$ cat src/design/qom_consts.svh
// constants of the queued output match channel
`ifndef QOM_CONSTS_SVH
`define QOM_CONSTS_SVH

`define QOM_TBL_DEPTH      8
`define QOM_TIME_W         16
`define QOM_LOOP_W         8

// register byte offsets
`define QOM_REG_CTRL       8'h00
`define QOM_REG_HSR        8'h04
`define QOM_REG_LOOPCNT    8'h08
`define QOM_REG_REFADDR    8'h0C
`define QOM_REG_TBLLEN     8'h10
`define QOM_REG_STATUS     8'h14
`define QOM_REG_CLEAR      8'h18
`define QOM_REG_IEN        8'h1C
`define QOM_REG_INFO       8'h20
`define QOM_REG_LASTTIME   8'h24
`define QOM_REG_MATCHTIME  8'h28
`define QOM_REG_TBL_BASE   8'h40

// control register fields, and the edge bit of a table entry
`define QOM_CTRL_SEQ_LSB   0
`define QOM_CTRL_PRIO_LSB  2
`define QOM_CTRL_TBSEL     4
`define QOM_CTRL_LINK      5
`define QOM_CTRL_REF_LSB   6
`define QOM_TBL_EDGE       16

// codes
`define QOM_SEQ_SINGLE     2'h0
`define QOM_SEQ_LOOP       2'h1
`define QOM_HSR_NONE       2'h0
`define QOM_HSR_INIT_KEEP  2'h1
`define QOM_HSR_INIT_LOW   2'h2
`define QOM_HSR_INIT_HIGH  2'h3
`define QOM_PRIO_OFF       2'h0
`define QOM_REF_NOW        2'h0
`define QOM_REF_PTR        2'h2

// interrupt event bits
`define QOM_EV_DONE        0
`define QOM_EV_MATCH       1
`define QOM_EV_W           2

`endif

$ cat src/design/qom_pkg.sv
// types of the queued output match channel
`include "qom_consts.svh"

package qom_pkg;

  localparam int IDX_W = $clog2(`QOM_TBL_DEPTH);
  localparam int LEN_W = $clog2(`QOM_TBL_DEPTH + 1);

  typedef enum logic [1:0] {
    QOM_IDLE,
    QOM_WAIT_LINK,
    QOM_RUN
  } qom_state_e;

  typedef struct packed {
    logic s1;
    logic s2;
    logic s3;
    logic level;
  } qom_sync_s;

  typedef struct packed {
    qom_state_e                                  state;
    logic [1:0]                                  hostSeq;
    logic [1:0]                                  prio;
    logic [1:0]                                  hsr;
    logic [1:0]                                  refSel;
    logic                                        tbSel;
    logic                                        linkStart;
    logic [`QOM_LOOP_W-1:0]                      loopCount;
    logic [`QOM_LOOP_W-1:0]                      loopsLeft;
    logic [`QOM_TIME_W-1:0]                      refAddr;
    logic [`QOM_TIME_W-1:0]                      lastTime;
    logic [`QOM_TIME_W-1:0]                      matchTime;
    logic [IDX_W-1:0]                            idx;
    logic [LEN_W-1:0]                            tblLen;
    logic [`QOM_TBL_DEPTH-1:0][`QOM_TIME_W:0]    tbl;
    logic [`QOM_EV_W-1:0]                        status;
    logic [`QOM_EV_W-1:0]                        ien;
    logic                                        pin;
    logic                                        linkPrev;
    logic                                        ack;
    logic [31:0]                                 rdData;
  } qom_regs_s;

endpackage : qom_pkg

$ cat src/design/qom_sync3.sv
// three-stage synchroniser with agreement filter
`timescale 1ns/100ps
`include "qom_consts.svh"

module qom_sync3 (
  input  wire logic core_clk,
  input  wire logic rst_n,
  input  wire logic din,
  output logic      dout
);

  qom_pkg::qom_sync_s cur;
  qom_pkg::qom_sync_s next_st;

  always_comb begin
    next_st    = cur;
    next_st.s1 = din;
    next_st.s2 = cur.s1;
    next_st.s3 = cur.s2;
    // level moves only when the two later stages agree
    if (cur.s2 == cur.s3) begin
      next_st.level = cur.s3;
    end
  end

  always_ff @(posedge core_clk) begin
    if (!rst_n) begin
      cur <= '0;
    end else begin
      cur <= next_st;
    end
  end

  assign dout = cur.level;

endmodule : qom_sync3

$ cat src/design/qom_channel.sv
// queued output match channel with wishbone register slave
// Notes on behaviour
// - the channel makes match events one after another, each timed by the next entry of the offset table.
// - the train runs once, a set number of passes, or without end, as the loop behaviour selects.
// - the channel can hold its start until a link pulse from another channel arrives.
// - the first-match base can be a time supplied by another channel.
// - high time can be anywhere from zero to the whole period, both ends included.
// - the channel can serve as a discrete output set to a fixed level on host request.
// - timebase bit 0 picks the primary timebase counter and 1 the secondary one.
// - the edge bit of a match drives the pin high when 1 and low when 0.
// - reference 00 is the current count, 01 or 11 the last event time, 10 the value at the reference pointer.
// - host sequence 00 is single shot, 01 counted loop, 10 or 11 continuous.
// - service codes 01, 10, 11 initialise with pin kept, pin low, pin high.
// - service code 00 means nothing pending and is the value after reset.
// - priority 00 disables the channel, 01 to 11 give low, medium and high priority; the channel treats 01, 10 and 11 alike.
// - the interrupt enable passes the channel's requests to the host when 1 and blocks them when 0.
// - the interrupt status reads 1 while the channel has a request pending.
`timescale 1ns/100ps
`include "qom_consts.svh"

module qom_channel (
  input  wire logic        core_clk,
  input  wire logic        rst_n,
  input  wire logic        wb_cyc_i,
  input  wire logic        wb_stb_i,
  input  wire logic        wb_we_i,
  input  wire logic [7:0]  wb_adr_i,
  input  wire logic [3:0]  wb_sel_i,
  input  wire logic [31:0] wb_dat_i,
  output logic      [31:0] wb_dat_o,
  output logic             wb_ack_o,
  input  wire logic [15:0] primary_timebase_counter,
  input  wire logic [15:0] secondary_timebase_counter,
  input  wire logic        linkIn,
  input  wire logic [15:0] refData,
  output logic      [15:0] refAddr,
  output logic             chPin,
  output logic             irq
);

  localparam int IW = qom_pkg::IDX_W;
  localparam int LW = qom_pkg::LEN_W;
  localparam int TW = `QOM_TIME_W;

  qom_pkg::qom_regs_s cur;
  qom_pkg::qom_regs_s next_st;

  logic                 linkLevel;
  logic                 linkRise;
  logic [TW-1:0]        tbNow;
  logic [TW:0]          entry;
  logic [IW-1:0]        nextIdx;
  logic                 lastEntry;
  logic [TW-1:0]        startBase;
  logic [31:0]          rdMux;
  logic [31:0]          wrMask;
  logic [31:0]          oldVal;
  logic [31:0]          newVal;
  logic                 busReq;
  logic                 busWrite;
  logic                 isTbl;
  logic [IW-1:0]        tblIdx;
  logic [`QOM_EV_W-1:0] events;
  logic [`QOM_EV_W-1:0] clrMask;
  logic                 doStart;
  logic                 matchHit;

  qom_sync3 u_linkSync (
    .core_clk (core_clk),
    .rst_n    (rst_n),
    .din      (linkIn),
    .dout     (linkLevel)
  );

  ////////////////////////////////////////////////////////////////////////////
  // bus decode
  assign busReq   = wb_cyc_i & wb_stb_i;
  assign busWrite = busReq & wb_we_i & cur.ack;
  assign isTbl    = (wb_adr_i >= `QOM_REG_TBL_BASE) &&
                    (wb_adr_i < 8'(`QOM_REG_TBL_BASE + 4 * `QOM_TBL_DEPTH));
  assign tblIdx   = IW'((wb_adr_i - `QOM_REG_TBL_BASE) >> 2);
  assign wrMask   = {{8{wb_sel_i[3]}}, {8{wb_sel_i[2]}}, {8{wb_sel_i[1]}}, {8{wb_sel_i[0]}}};
  assign newVal   = (oldVal & ~wrMask) | (wb_dat_i & wrMask);
  assign tbNow    = cur.tbSel ? secondary_timebase_counter : primary_timebase_counter;
  assign linkRise = linkLevel & ~cur.linkPrev;
  assign entry    = cur.tbl[cur.idx];
  assign lastEntry = (LW'(cur.idx) == LW'(cur.tblLen - LW'(1)));
  assign nextIdx  = lastEntry ? '0 : IW'(cur.idx + IW'(1));
  assign matchHit = (cur.prio != `QOM_PRIO_OFF) && (cur.hsr == `QOM_HSR_NONE) &&
                    (cur.state == qom_pkg::QOM_RUN) && (tbNow == cur.matchTime);

  always_comb begin
    case (cur.refSel)
      `QOM_REF_NOW: startBase = tbNow;
      `QOM_REF_PTR: startBase = refData;
      default:      startBase = cur.lastTime;
    endcase
  end

  always_comb begin
    rdMux = 32'h0;
    if (isTbl) begin
      rdMux = 32'(cur.tbl[tblIdx]);
    end else begin
      case (wb_adr_i)
        `QOM_REG_CTRL: rdMux = 32'({cur.refSel, cur.linkStart, cur.tbSel, cur.prio, cur.hostSeq});
        `QOM_REG_HSR:       rdMux = 32'(cur.hsr);
        `QOM_REG_LOOPCNT:   rdMux = 32'(cur.loopCount);
        `QOM_REG_REFADDR:   rdMux = 32'(cur.refAddr);
        `QOM_REG_TBLLEN:    rdMux = 32'(cur.tblLen);
        `QOM_REG_STATUS:    rdMux = 32'(cur.status);
        `QOM_REG_IEN:       rdMux = 32'(cur.ien);
        `QOM_REG_INFO:      rdMux = {8'h0, cur.loopsLeft, 8'(cur.idx), 5'h0, cur.pin, cur.state};
        `QOM_REG_LASTTIME:  rdMux = 32'(cur.lastTime);
        `QOM_REG_MATCHTIME: rdMux = 32'(cur.matchTime);
        default:            rdMux = 32'h0;
      endcase
    end
  end

  always_comb begin
    oldVal = rdMux;
    if (wb_adr_i == `QOM_REG_CLEAR) begin
      oldVal = 32'h0;
    end
  end

  ////////////////////////////////////////////////////////////////////////////
  // sequencer, registers, interrupts
  always_comb begin
    next_st          = cur;
    events           = '0;
    clrMask          = '0;
    doStart          = 1'b0;
    next_st.linkPrev = linkLevel;
    next_st.ack      = busReq & ~cur.ack;
    if (busReq & ~cur.ack) begin
      next_st.rdData = rdMux;
    end

    if (cur.prio == `QOM_PRIO_OFF) begin
      next_st.state = qom_pkg::QOM_IDLE;
    end else if (cur.hsr != `QOM_HSR_NONE) begin
      next_st.hsr       = `QOM_HSR_NONE;
      next_st.idx       = '0;
      next_st.loopsLeft = cur.loopCount;
      case (cur.hsr)
        `QOM_HSR_INIT_LOW:  next_st.pin = 1'b0;
        `QOM_HSR_INIT_HIGH: next_st.pin = 1'b1;
        default:            next_st.pin = cur.pin;
      endcase
      if (cur.tblLen == '0) begin
        next_st.state = qom_pkg::QOM_IDLE;
      end else if (cur.linkStart) begin
        next_st.state = qom_pkg::QOM_WAIT_LINK;
      end else begin
        doStart = 1'b1;
      end
    end else begin
      case (cur.state)
        qom_pkg::QOM_WAIT_LINK: begin
          if (linkRise) begin
            doStart = 1'b1;
          end
        end
        qom_pkg::QOM_RUN: begin
          if (tbNow == cur.matchTime) begin
            next_st.pin              = entry[`QOM_TBL_EDGE];
            next_st.lastTime         = cur.matchTime;
            events[`QOM_EV_MATCH]    = 1'b1;
            next_st.idx              = nextIdx;
            next_st.matchTime        = TW'(cur.matchTime + cur.tbl[nextIdx][TW-1:0]);
            if (lastEntry) begin
              case (cur.hostSeq)
                `QOM_SEQ_SINGLE: begin
                  next_st.state         = qom_pkg::QOM_IDLE;
                  events[`QOM_EV_DONE]  = 1'b1;
                end
                `QOM_SEQ_LOOP: begin
                  if (cur.loopsLeft <= `QOM_LOOP_W'(1)) begin
                    next_st.state        = qom_pkg::QOM_IDLE;
                    events[`QOM_EV_DONE] = 1'b1;
                  end else begin
                    next_st.loopsLeft = cur.loopsLeft - `QOM_LOOP_W'(1);
                  end
                end
                default: next_st.state = qom_pkg::QOM_RUN;
              endcase
            end
          end
        end
        default: next_st.state = qom_pkg::QOM_IDLE;
      endcase
    end

    if (doStart) begin
      next_st.state     = qom_pkg::QOM_RUN;
      next_st.idx       = '0;
      next_st.matchTime = TW'(startBase + cur.tbl[0][TW-1:0]);
    end

    if (busWrite) begin
      if (isTbl) begin
        next_st.tbl[tblIdx] = newVal[TW:0];
      end else begin
        case (wb_adr_i)
          `QOM_REG_CTRL: begin
            next_st.hostSeq   = newVal[`QOM_CTRL_SEQ_LSB +: 2];
            next_st.prio      = newVal[`QOM_CTRL_PRIO_LSB +: 2];
            next_st.tbSel     = newVal[`QOM_CTRL_TBSEL];
            next_st.linkStart = newVal[`QOM_CTRL_LINK];
            next_st.refSel    = newVal[`QOM_CTRL_REF_LSB +: 2];
          end
          `QOM_REG_HSR:     next_st.hsr       = newVal[1:0];
          `QOM_REG_LOOPCNT: next_st.loopCount = newVal[`QOM_LOOP_W-1:0];
          `QOM_REG_REFADDR: next_st.refAddr   = newVal[TW-1:0];
          `QOM_REG_TBLLEN:  next_st.tblLen    = (newVal[LW-1:0] > LW'(`QOM_TBL_DEPTH)) ?
                                                LW'(`QOM_TBL_DEPTH) : newVal[LW-1:0];
          `QOM_REG_CLEAR:   clrMask           = newVal[`QOM_EV_W-1:0];
          `QOM_REG_IEN:     next_st.ien       = newVal[`QOM_EV_W-1:0];
          default:          next_st.ien       = cur.ien;
        endcase
      end
    end

    // a new event beats a clear in the same cycle
    next_st.status = (cur.status & ~clrMask) | events;
  end

  always_ff @(posedge core_clk) begin
    if (!rst_n) begin
      cur <= '0;
    end else begin
      cur <= next_st;
    end
  end

  assign wb_dat_o = cur.rdData;
  assign wb_ack_o = cur.ack;
  assign refAddr  = cur.refAddr;
  assign chPin    = cur.pin;
  assign irq      = |(cur.status & cur.ien);

  ////////////////////////////////////////////////////////////////////////////
  // checks
  property p_hsrIdle;
    @(posedge core_clk) !rst_n |=> (cur.hsr == `QOM_HSR_NONE) && (cur.state == qom_pkg::QOM_IDLE);
  endproperty
  a_hsrIdle: assert property (p_hsrIdle) else $error("service field not idle after reset");

  property p_initLow;
    @(posedge core_clk) disable iff (!rst_n)
      (cur.prio != `QOM_PRIO_OFF && cur.hsr == `QOM_HSR_INIT_LOW) |=> !chPin && cur.hsr == `QOM_HSR_NONE;
  endproperty
  a_initLow: assert property (p_initLow) else $error("init low did not drive pin low");

  property p_initHigh;
    @(posedge core_clk) disable iff (!rst_n)
      (cur.prio != `QOM_PRIO_OFF && cur.hsr == `QOM_HSR_INIT_HIGH) |=> chPin;
  endproperty
  a_initHigh: assert property (p_initHigh) else $error("init high did not drive pin high");

  property p_matchEdge;
    @(posedge core_clk) disable iff (!rst_n)
      (cur.prio != `QOM_PRIO_OFF && cur.hsr == `QOM_HSR_NONE && cur.state == qom_pkg::QOM_RUN &&
       tbNow == cur.matchTime) |=> (chPin == $past(entry[`QOM_TBL_EDGE])) && cur.status[`QOM_EV_MATCH];
  endproperty
  a_matchEdge: assert property (p_matchEdge) else $error("match edge wrong");

  property p_disabled;
    @(posedge core_clk) disable iff (!rst_n)
      (cur.prio == `QOM_PRIO_OFF) |=> cur.state == qom_pkg::QOM_IDLE && $stable(chPin);
  endproperty
  a_disabled: assert property (p_disabled) else $error("disabled channel is active");

  property p_timebase;
    @(posedge core_clk) disable iff (!rst_n)
      (cur.prio != `QOM_PRIO_OFF && cur.hsr == `QOM_HSR_NONE && cur.state == qom_pkg::QOM_RUN && cur.tbSel &&
       secondary_timebase_counter == cur.matchTime)
      |=> cur.lastTime == $past(secondary_timebase_counter) && cur.status[`QOM_EV_MATCH];
  endproperty
  a_timebase: assert property (p_timebase) else $error("wrong timebase selected");

  property p_irqMask;
    @(posedge core_clk) disable iff (!rst_n)
      (cur.status[`QOM_EV_DONE] && cur.ien[`QOM_EV_DONE]) |-> irq;
  endproperty
  a_irqMask: assert property (p_irqMask) else $error("enabled request not on irq");

  property p_singleDone;
    @(posedge core_clk) disable iff (!rst_n)
      (cur.prio != `QOM_PRIO_OFF && cur.hsr == `QOM_HSR_NONE && cur.state == qom_pkg::QOM_RUN &&
       tbNow == cur.matchTime && lastEntry && cur.hostSeq == `QOM_SEQ_SINGLE)
      |=> cur.state == qom_pkg::QOM_IDLE ##1 cur.status[`QOM_EV_DONE];
  endproperty
  a_singleDone: assert property (p_singleDone) else $error("single shot did not finish");

  property p_refNow;
    @(posedge core_clk) disable iff (!rst_n)
      doStart && cur.refSel == `QOM_REF_NOW |=> cur.matchTime == TW'($past(tbNow) + $past(cur.tbl[0][TW-1:0]));
  endproperty
  a_refNow: assert property (p_refNow) else $error("first match base wrong");

  property p_linkStart;
    @(posedge core_clk) disable iff (!rst_n)
      (cur.prio != `QOM_PRIO_OFF && cur.hsr == `QOM_HSR_NONE && cur.state == qom_pkg::QOM_WAIT_LINK && linkRise)
      |=> cur.state == qom_pkg::QOM_RUN;
  endproperty
  a_linkStart: assert property (p_linkStart) else $error("link did not start sequence");

  property p_refPtr;
    @(posedge core_clk) disable iff (!rst_n)
      doStart && cur.refSel == `QOM_REF_PTR
      |=> cur.matchTime == TW'($past(refData) + $past(cur.tbl[0][TW-1:0]));
  endproperty
  a_refPtr: assert property (p_refPtr) else $error("pointed reference not used");

  property p_loopNext;
    @(posedge core_clk) disable iff (!rst_n)
      matchHit && lastEntry && cur.hostSeq == `QOM_SEQ_LOOP && cur.loopsLeft > 8'h01
      |=> cur.state == qom_pkg::QOM_RUN && cur.loopsLeft == $past(cur.loopsLeft) - 8'h01;
  endproperty
  a_loopNext: assert property (p_loopNext) else $error("loop pass not counted");

  property p_loopEnd;
    @(posedge core_clk) disable iff (!rst_n)
      matchHit && lastEntry && cur.hostSeq == `QOM_SEQ_LOOP && cur.loopsLeft <= 8'h01
      |=> cur.state == qom_pkg::QOM_IDLE && cur.status[`QOM_EV_DONE];
  endproperty
  a_loopEnd: assert property (p_loopEnd) else $error("loop did not finish");

  property p_continuous;
    @(posedge core_clk) disable iff (!rst_n)
      matchHit && lastEntry && cur.hostSeq[1]
      |=> cur.state == qom_pkg::QOM_RUN && cur.idx == '0;
  endproperty
  a_continuous: assert property (p_continuous) else $error("continuous train stopped");

  property p_keepPin;
    @(posedge core_clk) disable iff (!rst_n)
      cur.prio != `QOM_PRIO_OFF && cur.hsr == `QOM_HSR_INIT_KEEP
      |=> $stable(chPin);
  endproperty
  a_keepPin: assert property (p_keepPin) else $error("init without pin change moved the pin");

  property p_doneSticky;
    @(posedge core_clk) disable iff (!rst_n)
      cur.status[`QOM_EV_DONE] && !(busReq && wb_we_i && wb_adr_i == `QOM_REG_CLEAR)
      |=> cur.status[`QOM_EV_DONE];
  endproperty
  a_doneSticky: assert property (p_doneSticky) else $error("status bit lost without clear");

  property p_discrete;
    @(posedge core_clk) disable iff (!rst_n)
      cur.prio != `QOM_PRIO_OFF && cur.hsr != `QOM_HSR_NONE && cur.tblLen == '0
      |=> cur.state == qom_pkg::QOM_IDLE;
  endproperty
  a_discrete: assert property (p_discrete) else $error("discrete output started a sequence");

endmodule : qom_channel

$ cat config.mk
export PLATFORM = sky130hd
export DESIGN_NAME = qom_channel
export DESIGN_NICKNAME = d
export VERILOG_FILES = /design/src/design/qom_pkg.sv /design/src/design/qom_sync3.sv /design/src/design/qom_channel.sv
export VERILOG_INCLUDE_DIRS = /design/src /design/src/design
export SDC_FILE = /design/constraint.sdc
export NUM_CORES = 1
export LEC_CHECK = 0
export ABC_CLOCK_PERIOD_IN_PS = 4700
export BUFFER_PORTS_ARGS = -buffer_cell sky130_fd_sc_hd__buf_2
export CAP_MARGIN = 20
export CORE_ASPECT_RATIO = 0.8
export CORE_MARGIN = 2
export CORE_UTILIZATION = 50
export DETAILED_ROUTE_END_ITERATION = 10
export PLACE_DENSITY = 0.81
export SYNTH_ARGS = -nofsm -noshare
export SYNTH_HDL_FRONTEND = slang
export SYNTH_SLANG_ARGS = --single-unit
$ cat constraint.sdc
create_clock -name core_clk -period 4.7 [get_ports core_clk]
set_input_delay 1.175 -clock core_clk [delete_from_list [all_inputs] [get_ports core_clk]]
set_output_delay 1.175 -clock core_clk [all_outputs]
set_load 0.02 [all_outputs]
[Word level (Yosys, flattened, before mapping)]
Cells that the tools add are included.
Storage, ports and cells
  output and inout port bits: 51
  memory bits (writable): 0
  bits in latches: 0
  flip-flop bits (word level): 254
  logic and storage cells: 194
  memories: 0
  ROM bits: 0
  input port bits: 98
Operators by class
  $lt $le $gt $ge: 8
  reductions and logical operators: 30
  mux-type cells: 65
  $mul: 0
  $add $sub $neg: 6
  shifts and indexed selects: 0
  equality and inequality tests: 33
  div/mod/pow operators: 0
  bitwise operators: 19
Operators with widths (number)
  $pmux W24 S10: 1
  $bmux W17 S3: 3
  $bwmux W136: 1
  $mux W19: 4
  $mux W17: 4
  $mux W8: 7
  $demux W17 S3: 1
  $mux W16: 3
  $mux W2: 18
  $and A17 B17 Y17: 2
  $add A16 B16 Y16: 2
  $eq A8 B5 Y1 const B: 4
  $pmux W16 S2: 1
  $mux W14: 2
  $eq A8 B6 Y1 const B: 3
  $mux W24: 1
  $reduce_and A3 Y1: 6
  $not A17 Y17: 1
  $or A17 B17 Y17: 1
  $eq A16 B16 Y1: 1
  $eq A8 B4 Y1 const B: 2
  $reduce_bool A2 Y1: 7
  $lt A3 B4 Y1 const B: 3
  $reduce_and A4 Y1: 3
  41 further kinds: 80

[Logic depth before layout (Yosys ltp)]
  word-level depth: 13
  gate-level depth with buffers: 21
  mapped depth without buffers: 20

[Hierarchy]
A second synthesis with hierarchy kept.
Second synthesis, totals
  cell total of the unflattened synthesis: 1894
  area total of the unflattened synthesis: 15055.7 µm²
By module, submodules not included
  qom_channel: sequential area each 5004.8 µm², cells an instance 1884, area each 14939.3 µm², instances 1
  qom_sync3: sequential area each 80.1 µm², cells an instance 10, area each 116.4 µm², instances 1

[Worst setup path after synthesis]
OpenSTA, ideal clock, no wires.
  kind: flip-flop to flip-flop
  from: register cur[175] in the netlist's numbering
  to: register cur[196] in the netlist's numbering
  data arrival time: 3.921 ns
  buffers on the path: 2
  slack: 0.704 ns
  period minus slack after synthesis: 3.996 ns
  cell stages (with the launch flop): 22
  data required time: 4.626 ns
  setup time: 0.074 ns
  cells stage by stage: dfxtp_1 -> inv_1 -> ha_1 -> xor2_1 -> and3_1 -> a21oi_1 -> clkbuf_1 -> clkbuf_1 -> nand3_1 -> nand3_1 -> o21ai_0 -> ha_1 -> inv_1 -> fa_1 -> nand3b_1 -> a21oi_1 -> o31a_1 -> o21ai_0 -> o21ai_0 -> xor2_1 -> nand4_1 -> a31oi_1
Between the ends
  cells in the longest elaborated chain, start to end: 11
  elaborated cells between the ends (all ways): 20
  classes of those cells: add/sub: 2; eq/ne: 3; mux: 11; reduce/logical: 4
RTL lines
  from (decl): line qom_channel.sv:45  | qom_pkg::qom_regs_s cur;
  from (signal assigned): line qom_channel.sv:234  | cur <= next_st;
  $sub A4 B1 Y4: line qom_channel.sv:87  | assign lastEntry = (LW'(cur.idx) == LW'(cur.tblLen - LW'(1)));
  $eq A3 B4 Y1: line qom_channel.sv:87
  $mux W3: line qom_channel.sv:88  | assign nextIdx = lastEntry ? '0 : IW'(cur.idx + IW'(1));
  $bmux W17 S3: line qom_channel.sv:172  | next_st.matchTime = TW'(cur.matchTime + cur.tbl[nextIdx][TW-1:0]);
  $mux W16 (not written as such): line qom_channel.sv:172
  $add A16 B16 Y16: line qom_channel.sv:172
  $mux W19: line qom_channel.sv:167  | if (tbNow == cur.matchTime) begin
  $mux W19: line qom_channel.sv:160  | case (cur.state)
  $mux W16: line qom_channel.sv:143  | end else if (cur.hsr != `QOM_HSR_NONE) begin
  $mux W19: line qom_channel.sv:141  | if (cur.prio == `QOM_PRIO_OFF) begin
  $mux W19: line qom_channel.sv:196  | if (doStart) begin
Parallel ways exist; a longest one is shown, timed or not. The select of a mux whose other input is x is not followed.
A chain may end at the register's enable or synchronous reset.

[Worst setup path after layout]
  from: register cur[175] in the netlist's numbering
  to: register cur[197] in the netlist's numbering
Same word-level chain as after synthesis.

==> qor.txt <==
Most frequent cells after synthesis -> 355 x nand2_1, 254 x dfxtp_1, 229 x nor2_1, 215 x a21oi_1, 108 x clkbuf_1
Worst-skew pair later-pin latency -> 0.55 ns
Mapped cell area -> 0.01477 mm²
Crit Path Max Fanout -> 17
Number of synthesized register bits -> 254
Main synth FF type -> dfxtp_1
Most numerous cell in the Yosys netlist -> nand2_1
Num rows -> 56
Leakage -> 6.436 nW
Nets -> 2085
Met3 Use GR -> 0.06945
Worst path required time -> 5.10 ns
Filler Cell Count -> 2518
CTS max path bufs -> 3
Worst-Margin Slew -> 1.132 ns
Chip Height -> 157.7 µm
# port buffers -> 124
HP Class -> flop to flop
First DRT Iteration DRCs -> 1938
Final Hold Viols -> 0
Met2 Use GR -> 0.5114
Post-synth EDFFs -> 0
Tcrit/Tclk final -> 0.9640
Yosys warnings -> 0
GRT overflow -> 0
Avg Cell Area, Syn -> 7.803 µm²
Post-synth ARST share -> 0
Min Tclk post-route -> 4.531 ns
Drc violations -> 0
Max-slew violations -> 0
RSZ-0062 raised after global routing -> yes
Arr. time, crit path -> 4.93 ns
Diode count -> 0
Mapped Cells -> 1893
WL final -> 50570 µm
Initial antenna violation count -> 0
Area of the core -> 0.02922 mm²
Startpoint Class -> flop
Final core occ -> 0.5706
GRT Total Usage -> 0.3176
DR vias/cell -> 6.246
Placed Cells -> 2293
VDD IR-drop max -> 0.0001903 V
Vias in the first global route -> 13550
CTS tree -> yes
Fmax -> 0.2207 GHz
First drt pass iteration count -> 9
Layout area overhead -> 12.88%
Sequential-to-total area share from yosys stat -> 0.3443
Largest net degree at the start of global routing -> 86
Share of cells above drive strength 1 -> 0.1632
I/O pins -> 149
H-tree depth -> 1
Post-synth top area cell -> dfxtp_1
Routed length per instance -> 21.58 µm
Fin Clk Skew -> 0.01374 ns
Final Setup Violations -> 0
Initial Utilization -> 0.5055
Clock slew at reported path FFs -> 0.06 ns
Synth top area share -> 0.3443
Yosys cell types -> 72
Synth area leaders -> dfxtp_1 34%, nand2_1 9.0%, a21oi_1 7.3%
Post-route ant nets -> 0
Placed wire-length estimate -> 35910 µm
Gpl congestion -> 0.9824
Via Count -> 14640
Hold depth -> 1
Die ar. -> 0.03094 mm²
Final Non-Filler Cells -> 2344
First-pass GRT wire length -> 76400 µm
CTS hold repair buffers -> 0
CP Capture Type -> flop
Num CTS Buffers -> 27
WS Path Type -> flop to flop
Root buffer cell -> clkbuf_16
Die width -> 196.2 µm
TritonCTS Sinks -> 254
Max cap viols -> 0
M1 GR Usage -> 0.4100
Slew margin rel. -> 0.2428
Cells on worst reg2reg path -> 21
GRT busiest layer -> met2
Pwr/cell area -> 287.0 mW/mm²
Status -> completed
cell families after synthesis:
logic type,count (synthesis),synth area share
AO/OA/AOI/OAI,459,0.1929
buffers and inverters,213,0.06904
multiplexers,121,0.1121
other,1,0.0002539
flip-flops,254,0.3443
adder cells (fa/ha/maj),40,0.03490
AND/OR/NAND/NOR,758,0.2178
XOR/XNOR,47,0.02880
report_power, final:
part,switching (mW),internal (mW),total (mW)
sequential,0.00529,2.16,2.17
clock,0.949,1.37,2.32
combinational,0.198,0.105,0.302
through the flow:
step | hold slack [ns] | instance area (µm²) | setup TNS (ns) | setup slack (ns) | power [mW]
final | 0.4427 | 16670 | 0 | 0.1692 | 4.786
after global routing | 0.4715 | 16670 | -0.07847 | -0.07847 | 4.894
after CTS | 0.4460 | 16610 | 0 | 0.08512 | 4.787
after detailed placement | 0.4346 | 15650 | 0 | 0.1355 | 2.508
after global placement | 0.4306 | 15630 | 0 | 0.2318 | 2.502
after floorplan | 0.4119 | 14800 | 0 | 0.7042 | 2.412
area by class of cell:
| type | instances | area [µm²] | share of cell area |
|---|---|---|---|
| timing repair buffer | 203 | 1291 | 0.07745 |
| inverter | 28 | 110.1 | 0.006604 |
| clock inverter | 19 | 250.2 | 0.01501 |
| sequential | 254 | 5085 | 0.3050 |
| clock buffer | 30 | 706.9 | 0.04240 |
| tap | 377 | 471.7 | 0.02829 |
| multi-input combinational | 1433 | 8757 | 0.5253 |
worst max-delay path: stages (launching register included):
cell and delay (ns):
dfxtp_1 0.41, inv_1 0.12, ha_1 0.32, xor2_1 0.17
nand3_1 0.19, o21ai_4 0.29, buf_8 0.23, buf_4 0.24
nand2_1 0.08, a21oi_1 0.15, a221oi_1 0.08, o21ai_0 0.20
buf_4 0.18, ha_1 0.23, o21ai_0 0.11, o21ai_1 0.16
a211oi_2 0.33, o21ai_0 0.17, a31o_2 0.25, a31oi_1 0.21
nand3b_1 0.13, o221ai_1 0.11
per-layer routing:
metal  vias to the layer above  routed length [µm]
met4                         0                2495
li1                       6707                   -
met2                       917               22340
met1                      6828               19700
met5                         -                   0
met3                       188                6038
worst paths after layout:
check        slack [ns]               from                 to
max                0.17           cur[175]           cur[197]
min                0.44  u_linkSync.cur[3]  u_linkSync.cur[2]
max reg2reg        0.17           cur[175]           cur[197]
min reg2reg        0.44  u_linkSync.cur[3]  u_linkSync.cur[2]
placed cells by master (no fill, tap or decap), types with 24 or more instances in the layout:
cell type,count
inv_1,27
nand3_1,73
a21oi_1,213
nor2_1,228
o21ai_0,51
buf_4,72
mux2i_1,72
nand2_1,355
mux4_2,34
xnor2_1,24
ha_1,38
a211oi_1,41
buf_2,124
clkbuf_16,27
dfxtp_1,254
sequential cells by signal (all words and copies together), names as in the netlist:
name / count
cur: 208
wb_dat_o: 24
u_linkSync.dout: 1
chPin: 1
wb_ack_o: 1
u_linkSync.cur: 3
refAddr: 16
repair_timing:
| action | CTS | global route |
|---|---|---|
| gates resized for setup | 0 | 13 |
| endpoints found under the setup margin | 0 | 8 |
| buffers inserted | 0 | 2 |
Note: power is estimated with default switching activity, not from simulation.
